$ cat src/logic/adc_clk_consts.vh
// constants for the converter clock and pair-ready status block
// assumes an apb slave at 40 MHz with 32-bit data, one word per register
//
// Contract
// - select codes divide source clock by 4 to 18
// - pll on: codes 001/000 act as 010
// - six ready flags at bits 5..0, rest unimplemented
// - hardware sets flag on buffer write, software clears
`ifndef ADC_CLK_CONSTS_VH
`define ADC_CLK_CONSTS_VH

// ----------------------------------------------------------------
// register byte offsets
// ----------------------------------------------------------------
`define OFS_CONTROL   12'h000
`define OFS_STATUS    12'h004
`define OFS_IRQ_STAT  12'h008
`define OFS_IRQ_MASK  12'h00c

// ----------------------------------------------------------------
// fields and reset values
// ----------------------------------------------------------------
`define SEL_LSB       0
`define SEL_MSB       2
`define PLL_BIT       3
`define NUM_PAIRS     6
`define CONTROL_RST   16'h0000
`define SEL_FALLBACK  3'h2

`endif

$ cat src/logic/conv_clk_divider.v
// programmable divider for the converter clock
// assumes the source clock arrives as a one-cycle enable on i_clk
`timescale 1ns/1ps

module conv_clk_divider (
  input  wire       i_clk,    // system clock
  input  wire       i_rstn,   // async reset, active low
  input  wire       i_src_en, // converter source clock enable
  input  wire [4:0] i_ratio,  // divide ratio, even, 4..18
  output reg        o_tick    // one-cycle converter clock enable
);

  reg [4:0] cnt_q;

  // the count restarts on every wrap, so a ratio change lands within one period
  always @(posedge i_clk or negedge i_rstn) begin
    if (!i_rstn) begin
      cnt_q  <= 5'h00;
      o_tick <= 1'b0;
    end else begin
      o_tick <= 1'b0;
      if (i_src_en) begin
        if (cnt_q >= i_ratio - 5'h01) begin
          cnt_q  <= 5'h00;
          o_tick <= 1'b1;
        end else begin
          cnt_q <= cnt_q + 5'h01;
        end
      end
    end
  end

endmodule // conv_clk_divider

$ cat src/logic/adc_clock_and_ready_status.v
// converter clock select and pair-ready status, apb register slave
// assumes i_buf_wr pulses are synchronous to i_clk
//
// The APB slave port and the placing of the registers are this design's own decisions.
`timescale 1ns/1ps
`include "adc_clk_consts.vh"

module adc_clock_and_ready_status (
  input  wire        i_clk,       // 40 MHz system clock
  input  wire        i_rstn,      // async reset, active low
  input  wire        i_src_en,    // converter source clock enable pulse
  input  wire [5:0]  i_buf_wr,    // pulse: pair n result written to buffer
  input  wire        i_psel,      // apb select
  input  wire        i_penable,   // apb enable
  input  wire        i_pwrite,    // apb write
  input  wire [11:0] i_paddr,     // apb byte address
  input  wire [31:0] i_pwdata,    // apb write data
  output reg  [31:0] o_prdata,    // apb read data
  output reg         o_pready,    // apb ready
  output reg         o_pslverr,   // apb error, unmapped address
  output reg         o_conv_tick, // converter clock enable pulse
  output reg  [2:0]  o_eff_sel,   // select in effect after fallback
  output reg  [5:0]  o_pair_ready,// ready flags
  output reg         o_irq        // level interrupt
);

  // ----------------------------------------------------------------
  // apb decode
  // ----------------------------------------------------------------
  reg  [15:0] control_q;
  reg  [5:0]  status_q;
  reg  [5:0]  irq_stat_q;
  reg  [5:0]  irq_mask_q;
  wire        setup  = i_psel & ~i_penable;
  wire        access = i_psel & i_penable & o_pready;
  wire        wr     = access & i_pwrite;
  wire        rd     = access & ~i_pwrite;
  wire        hit    = (i_paddr == `OFS_CONTROL) | (i_paddr == `OFS_STATUS) |
                       (i_paddr == `OFS_IRQ_STAT) | (i_paddr == `OFS_IRQ_MASK);

  // no wait states: pready rises in the first access cycle
  always @(posedge i_clk or negedge i_rstn) begin
    if (!i_rstn) begin
      o_pready  <= 1'b0;
      o_pslverr <= 1'b0;
      o_prdata  <= 32'h0000_0000;
    end else begin
      o_pready  <= setup;
      o_pslverr <= setup & ~hit;
      o_prdata  <= 32'h0000_0000;
      if (setup && !i_pwrite) begin
        case (i_paddr)
          `OFS_CONTROL:  o_prdata <= {16'h0000, control_q};
          `OFS_STATUS:   o_prdata <= {26'h0000000, status_q};
          `OFS_IRQ_STAT: o_prdata <= {26'h0000000, irq_stat_q};
          `OFS_IRQ_MASK: o_prdata <= {26'h0000000, irq_mask_q};
          default:       o_prdata <= 32'h0000_0000;
        endcase
      end
    end
  end

  // ----------------------------------------------------------------
  // control register and clock select
  // ----------------------------------------------------------------
  wire [2:0] sel_raw = control_q[`SEL_MSB:`SEL_LSB];
  wire       pll_on  = control_q[`PLL_BIT];
  reg  [2:0] sel_d;
  reg  [4:0] ratio;

  always @* begin
    sel_d = sel_raw;
    if (pll_on && (sel_raw == 3'h1 || sel_raw == 3'h0))
      sel_d = `SEL_FALLBACK;
    ratio = {1'b0, sel_d, 1'b0} + 5'h04;
  end

  always @(posedge i_clk or negedge i_rstn) begin
    if (!i_rstn) begin
      control_q <= `CONTROL_RST;
      o_eff_sel <= 3'h0;
    end else begin
      if (wr && i_paddr == `OFS_CONTROL)
        control_q <= {12'h000, i_pwdata[3:0]};
      o_eff_sel <= sel_d;
    end
  end

  wire tick;
  conv_clk_divider u_div (
    .i_clk    (i_clk),
    .i_rstn   (i_rstn),
    .i_src_en (i_src_en),
    .i_ratio  (ratio),
    .o_tick   (tick)
  );

  always @(posedge i_clk or negedge i_rstn) begin
    if (!i_rstn)
      o_conv_tick <= 1'b0;
    else
      o_conv_tick <= tick;
  end

  // ----------------------------------------------------------------
  // ready flags and interrupt
  // ----------------------------------------------------------------
  wire st_wr  = wr & (i_paddr == `OFS_STATUS);
  wire is_rd  = rd & (i_paddr == `OFS_IRQ_STAT);
  wire mk_wr  = wr & (i_paddr == `OFS_IRQ_MASK);

  genvar g;
  generate
    for (g = 0; g < `NUM_PAIRS; g = g + 1) begin : g_pair
      // a set in the clearing cycle wins, so no buffer event is lost
      always @(posedge i_clk or negedge i_rstn) begin
        if (!i_rstn) begin
          status_q[g]   <= 1'b0;
          irq_stat_q[g] <= 1'b0;
        end else begin
          if (i_buf_wr[g])
            status_q[g] <= 1'b1;
          else if (st_wr && !i_pwdata[g])
            status_q[g] <= 1'b0;
          if (i_buf_wr[g])
            irq_stat_q[g] <= 1'b1;
          else if (is_rd)
            irq_stat_q[g] <= 1'b0;
        end
      end
    end
  endgenerate

  always @(posedge i_clk or negedge i_rstn) begin
    if (!i_rstn) begin
      irq_mask_q   <= 6'h00;
      o_pair_ready <= 6'h00;
      o_irq        <= 1'b0;
    end else begin
      if (mk_wr)
        irq_mask_q <= i_pwdata[5:0];
      o_pair_ready <= status_q;
      o_irq        <= |(irq_stat_q & irq_mask_q);
    end
  end

endmodule // adc_clock_and_ready_status

$ cat config.mk
export PLATFORM = sky130hd
export DESIGN_NAME = adc_clock_and_ready_status
export DESIGN_NICKNAME = d
export VERILOG_FILES = /design/src/logic/conv_clk_divider.v /design/src/logic/adc_clock_and_ready_status.v
export VERILOG_INCLUDE_DIRS = /design/src /design/src/logic
export SDC_FILE = /design/constraint.sdc
export NUM_CORES = 1
export LEC_CHECK = 0
export BUFFER_PORTS_ARGS = -buffer_cell sky130_fd_sc_hd__buf_2
export CORE_ASPECT_RATIO = 0.6
export CORE_UTILIZATION = 40
export CTS_CLUSTER_DIAMETER = 80
export DETAILED_ROUTE_END_ITERATION = 16
export PLACE_DENSITY_LB_ADDON = 0.1
export RECOVER_POWER = 100
export SETUP_SLACK_MARGIN = 0.02
export SLEW_MARGIN = 20
export SYNTH_ARGS = -nofsm -noshare
export SYNTH_HDL_FRONTEND = slang
export SYNTH_HIERARCHICAL = 1
export SYNTH_SLANG_ARGS = --single-unit
$ cat constraint.sdc
create_clock -name i_clk -period 2.5 [get_ports i_clk]
set_input_delay 0.625 -clock i_clk [delete_from_list [all_inputs] [get_ports i_clk]]
set_output_delay 0.625 -clock i_clk [all_outputs]
set_load 0.02 [all_outputs]
==> results.md, run 1 <==
* Setup TNS at 0 ns
* WL final at 5.094 mm
* Min-Delay Path Class: flop to flop
* Vias at 1666
* Top-count cell post-synth: dfrtp_1
* Antenna cell count at 0
* Full die area at 0.006214 mm^2
* Critical path arrival at 2.49 ns
* Synth top cells by count: dfrtp_1 (47), buf_4 (26), nor2_1 (25), mux2_2 (12), a21oi_1 (9)
* P_sw at 510.2 uW
* Area of the mapped netlist at 0.002357 mm^2
* Peak Freq at 438.0 MHz
* Antenna Violating Nets Remaining at 0
* Later-pin clock latency in the skew report at 0.30 ns
* Syn Inst Count at 214
* Clk sinks at 47
* Area growth syn-to-layout at 14.76%
* Yosys warnings at 6
* Largest family of logic cells by synthesized area: simple AND/OR/NAND/NOR gates
* Post-synthesis mux area share at 0.07431
* Outcome: finished, final reports clean
* Drt initial violations at 50
* WP data required at 2.71 ns
* Post-detail-place hpwl at 3.792 mm
* Synth top area cells: dfrtp_1 (50%), buf_4 (8.3%), mux2_2 (5.7%)
* LEAKAGE at 1.232 nW
* Post-synth ARST share at 1.000
* Crit path kind: flop to flop
* Slew headroom at 0.1535
* Worst-path clk slew at 0.10 ns
* Synth area leader: dfrtp_1
* Root Driver: clkbuf_8
* RSZ-0062 raised after global routing: no
* Reg2reg path depth at 10
* # port buffers at 48
* Final core occ at 0.4811
* Top cell type's share of synthesized area at 0.4989
* Avg WL per Cell at 14.39 um
* Worst IR Drop VDD at 0.3417 mV
* Sequential area share after synthesis at 0.4989
* Post-Synth XOR/XNOR Area at 0.01858
* Simple logic cell fraction of the synthesized area at 0.1651
* Layout Skew at 0.005675 ns
* DRC errors left at 0
* Synth Register Bits at 47
* Synthesized-area fraction occupied by ao, oa, aoi and oai cells at 0.09501
* Max-Cap Viols at 0
* Vias in the first global route at 1423
* Initial cell density of the core at 0.4192
* Die Y at 61.47 um
* Row count at 21
* Worst hold stages at 0
* Fin crit period at 2.283 ns
* Main flop type after synthesis: dfrtp_1
* Setup crit end kind: flop
* Initial antenna violation count at 0
* RePlAce Congestion at 0.7531
* CTS tree: yes
* Via density per instance at 4.706
* Largest net degree at the start of global routing at 24
* Critical path peak fanout at 5
* Internal power at 1.218 mW
* Die Wd at 101.1 um
* Combinational share of power at 0.176
* Remaining global-route overflow at 0
* First-pass GRT wire length at 7.762 mm
* Longest Clk Path Bufs at 2
* Post-synth EDFFs at 0
* Worst slew pin tran at 1.270 ns
* I/O pins at 101
* Core area at 0.005623 mm^2
* Crit share post-route at 0.9133
* Setup-failing EPs final at 0
* Synth cell types at 41
* Post-CTS Setup Inserts at 0
* H-tree levels at 2
* Crit start category: flop
* DR pass1 iterations at 4
* Fin. Hold Viols at 0
* Post-Synth Adder-Cell Area at 0.04246
* Layout cells sized above 1 at 0.2117
* Sw Share at 0.2952
* Clock power share at 0.338
* CTS buffer count at 5
* Nets at 337
* Final Max Slew Viols at 0
* Pwr/cell area at 638.9 mW/mm^2
* GR Util All Layers at 0.1749
* Seq pwr share at 0.485
* Synthesized area per cell at 11.02 um^2
[sequential cells by signal (all words and copies together), names as in the netlist]
register,cells
irq_stat_q,6
status_q,6
o_conv_tick,1
o_pslverr,1
o_pair_ready,6
o_irq,1
u_div/cnt_q,5
o_prdata,6
control_q,4
u_div/o_tick,1
irq_mask_q,6
o_pready,1
o_eff_sel,3
[layer usage]
layer / GRT usage / up-vias / wire length [um]
met5: 0 / - / 0
met1: 0.2845 / 795 / 2832
met3: 0.04200 / 4 / 282
met2: 0.2206 / 49 / 1960
li1: - / 818 / -
met4: 0.04969 / 0 / 19
[stage by stage]
stage / hold slack, ns / area, um^2 / power [mW] / setup WS, ns / instances
floorplan: 0.3294 / 2459 / 1.078 / 0.3722 / 241
global placement: 0.3335 / 2648 / 1.148 / 0.1951 / 346
detailed placement: 0.3397 / 2648 / 1.151 / 0.1896 / 346
CTS: 0.3060 / 2764 / 1.738 / 0.1596 / 354
global route: 0.3669 / 2705 / 1.833 / 0.03199 / 354
finish: 0.3591 / 2705 / 1.728 / 0.2167 / 354
[kinds of logic after synthesis]
family,count (synthesis)
XOR/XNOR,5
adder cells (fa/ha/maj),8
flip-flops,47
buffers and inverters,39
other,1
AO/OA/AOI/OAI,33
multiplexers,16
AND/OR/NAND/NOR,65
[layout by cell type, fill, tap and decap left out, types with 5 or more instances in the layout]
cell type / Yosys / routed
conb_1: 1 / 28
inv_1: 7 / 7
a22oi_1: 5 / 5
a31oi_1: 7 / 6
clkbuf_1: 5 / 28
nor2b_1: 5 / 5
dfrtp_1: 47 / 47
buf_2: 1 / 27
nor2_1: 25 / 25
mux2_2: 12 / 12
ha_1: 8 / 8
nand2_1: 6 / 6
clkbuf_8: 0 / 5
a21oi_1: 9 / 9
[what timing repair did]
action                     4_1_cts  5_1_grt
hold buffers                     0        0
gates resized for setup          0        1
setup endpoints to repair        0        2
[layout make-up]
class / instances / area [um^2]
Clock inverter: 3 / 47.55
Sequential cell: 47 / 1176
Inverter: 7 / 26.28
Tap cell: 80 / 100.1
Fill cell: 563 / 2918
Clock buffer: 5 / 68.82
Timing Repair Buffer: 57 / 255.2
Multi-Input combinational cell: 155 / 1031
[worst max-delay path: stages, from the launching register on]
cell	delay (ns)
dfrtp_1	0.39
nand2b_1	0.15
o21a_1	0.21
inv_1	0.07
ha_1	0.16
xnor2_1	0.14
ha_1	0.28
a211o_1	0.27
a31oi_2	0.19
o21bai_2	0.15
and2_1	0.18
[power groups by stage]
stage | sequential [mW] | clock, mW | combinational, mW
2_1_floorplan | 0.854 | 0 | 0.224
3_3_place_gp | 0.852 | 0 | 0.296
3_5_place_dp | 0.852 | 0 | 0.299
4_1_cts | 0.837 | 0.600 | 0.301
5_1_grt | 0.844 | 0.637 | 0.352
6_report | 0.839 | 0.585 | 0.304
[path summary, 6_finish.rpt]
check | start | to | slack [ns]
min in group asynchronous | i_rstn | u_div/cnt_q[1] | 0.57
worst max register to register | control_q[2] | u_div/o_tick | 0.22
worst min register to register | u_div/o_tick | o_conv_tick | 0.36
worst max-delay path | control_q[2] | u_div/o_tick | 0.22
worst min-delay path | u_div/o_tick | o_conv_tick | 0.36
max in group asynchronous | i_rstn | o_pair_ready[3] | 0.61
No activity file was read; power rests on OpenSTA's default activity.
==> inputs of run 2 (changes only) <==
- RECOVER_POWER: 100 -> not set
==> results.md, run 2 (synthesis gave the netlist of run 1 again) <==
* Critical path arrival at 2.49 ns (about the same)
* Clk sinks at 47 (unchanged)
* CTS tree: yes
* H-tree levels at 2 (unchanged)
* Reg2reg path depth at 10 (unchanged)
* Die Wd at 101.1 um (unchanged)
* Nets at 337 (unchanged)
* Sw Share at 0.2923 (-0.002937)
* Worst slew pin tran at 0.5325 ns (-0.7372 ns)
* Setup TNS at 0 ns (unchanged)
* Worst-path clk slew at 0.09 ns (about the same)
* Crit path max-delay family: compound AO/OA/AOI/OAI gates
* WL final at 5.047 mm (-0.92%)
* Reg2reg end: u_div/o_tick
* Crit path buf inv count at 1 (unchanged)
* Setup-failing EPs final at 0 (unchanged)
* Die Y at 61.47 um (unchanged)
* Critical path peak fanout at 5 (unchanged)
* CP max stage delay at 0.39 ns (about the same)
* RSZ-0062 raised after global routing: no
* Layout Skew at 0.004925 ns (-0.0007502 ns)
* First-pass GRT wire length at 7.762 mm (unchanged)
* GR Util All Layers at 0.1749 (unchanged)
* Via density per instance at 4.684 (-0.48%)
* Seq pwr share at 0.486 (about the same)
* Core area at 0.005623 mm^2 (unchanged)
* Combinational share of power at 0.179 (+0.003)
* Post-route insts no fill at 354 (unchanged)
* FF/Latch Area at 0.001176 mm^2 (unchanged)
* Crit path kind: flop to flop
* R2R setup slack at 0.21 ns (about the same)
* P_sw at 504.9 uW (-1.0%)
* Full die area at 0.006214 mm^2 (unchanged)
* Row count at 21 (unchanged)
* Min-Delay Path Class: input pin to async pin
* Max-Cap Viols at 0 (unchanged)
* Antenna cell count at 0 (unchanged)
* Slew headroom at 0.6450 (+0.4915)
* Area growth syn-to-layout at 17.52%
* Final worst slack at 0.2071 ns (-0.009670 ns)
* Vias in the first global route at 1423 (unchanged)
* Post-CTS Setup Inserts at 0 (unchanged)
* RePlAce Congestion at 0.7531 (unchanged)
* Largest net degree at the start of global routing at 24 (unchanged)
* DR pass1 iterations at 5 (+1)
* DRC errors left at 0 (unchanged)
* Crit start category: flop
* # hold bufs at CTS at 0 (unchanged)
* Crit share post-route at 0.9172 (+0.003868)
* Antenna Violating Nets Remaining at 0 (unchanged)
* Internal power at 1.223 mW (+0.38%)
* Fill count at 543 (-3.6%)
* CTS buffer count at 5 (unchanged)
* Vias at 1658 (-0.48%)
* Peak Freq at 436.1 MHz (-0.42%)
* Drt initial violations at 59 (+18%)
* LEAKAGE at 1.343 nW (+9.0%)
* Pwr/cell area at 623.6 mW/mm^2 (-2.4%)
* Reg2reg start: control_q[2]
* Resized cells post-CTS at 0 (unchanged)
* Multi-input logic area at 0.001044 mm^2 (+1.2%)
* Final Max Slew Viols at 0 (unchanged)
* CP dominant cell by count: ha_1
* Fin. Hold Viols at 0 (unchanged)
* Most common cell after layout, fill and taps aside: buf_2
* Setup crit end kind: flop
* Avg WL per Cell at 14.26 um (-0.92%)
* Initial cell density of the core at 0.4192 (unchanged)
* Later-pin clock latency in the skew report at 0.30 ns (about the same)
* Most frequent cells in the layout: buf_2 (48), dfrtp_1 (47), conb_1 (28)
* Worst IR Drop VDD at 0.3401 mV (-0.48%)
* # port buffers at 48 (unchanged)
* Crit path cell chain: nand2b_1, o21a_1, inv_1, ha_1, xnor2_1, ha_1, a211o_1, a31oi_2, o21bai_2, and2_1
* WP data required at 2.70 ns (about the same)
* Fin crit period at 2.293 ns (+0.009670 ns)
* I/O pins at 101 (unchanged)
* Longest Clk Path Bufs at 2 (unchanged)
* Root Driver: clkbuf_8
* Remaining global-route overflow at 0 (unchanged)
* Outcome: finished, final reports clean
* Clock power share at 0.335 (-0.003)
* Layout cells sized above 1 at 0.3175 (+0.1058)
* Final core occ at 0.4927 (+0.01157)
* DP Worst Slack at 0.1896 ns (unchanged)
* Initial antenna violation count at 0 (unchanged)
* Critical path's slowest cell: dfrtp_1
* Overall power at 1.728 mW (about the same)
* Inst Count DP at 346 (unchanged)
* Post-detail-place hpwl at 3.792 mm (unchanged)
-- run 2: how the worst max path moves through the flow --
| stage | end | from | slack (ns) | depth (start not counted) |
|---|---|---|---|---|
| global route | u_div/o_tick | control_q[2] | 0.03 | 10 |
| detailed placement | u_div/o_tick | control_q[2] | 0.19 | 10 |
| global placement | u_div/o_tick | control_q[2] | 0.20 | 10 |
| CTS | u_div/o_tick | control_q[2] | 0.16 | 10 |
| floorplan | irq_mask_q[0] | i_paddr[9] | 0.37 | 3 |
| finish | u_div/o_tick | control_q[2] | 0.21 | 10 |
-- run 2: layer usage --
metal | vias up | track usage | wire length (um)
li1 | 815 | - | -
met1 | 792 | 0.2845 | 2802
met2 | 47 | 0.2206 | 1958
met3 | 4 | 0.04200 | 258
met4 | 0 | 0.04969 | 27
met5 | - | 0 | 0
-- run 2: final cells by class --
type | instances | share of cell area
multi-input combinational | 155 | 0.3767
sequential | 47 | 0.4246
tap | 80 | 0.03613
clock buffer | 5 | 0.02484
timing repair buffer | 57 | 0.1111
clock inverter | 3 | 0.01716
inverter | 7 | 0.009485
-- run 2: power by group through the flow --
stage | Combinational, mW | Clock, mW | Sequential [mW]
floorplan | 0.224 | 0 | 0.854
global placement | 0.296 | 0 | 0.852
detailed placement | 0.299 | 0 | 0.852
CTS | 0.301 | 0.600 | 0.837
global route | 0.358 | 0.637 | 0.844
finish | 0.310 | 0.579 | 0.839
-- run 2: through the flow --
stage | cell area, um^2 | hold WS, ns
6_report | 2770 | 0.2886
5_1_grt | 2770 | 0.3194
4_1_cts | 2764 | 0.3060
3_5_place_dp | 2648 | 0.3397
3_3_place_gp | 2648 | 0.3335
2_1_floorplan | 2459 | 0.3294
-- run 2: worst register-to-register path, cell delays in order (launching register included) --
cell and delay, ns:
dfrtp_1 0.39, nand2b_1 0.16, o21a_1 0.21, inv_1 0.07, ha_1 0.16, xnor2_1 0.14, ha_1 0.28, a211o_1 0.27
a31oi_2 0.19, o21bai_2 0.14, and2_1 0.18
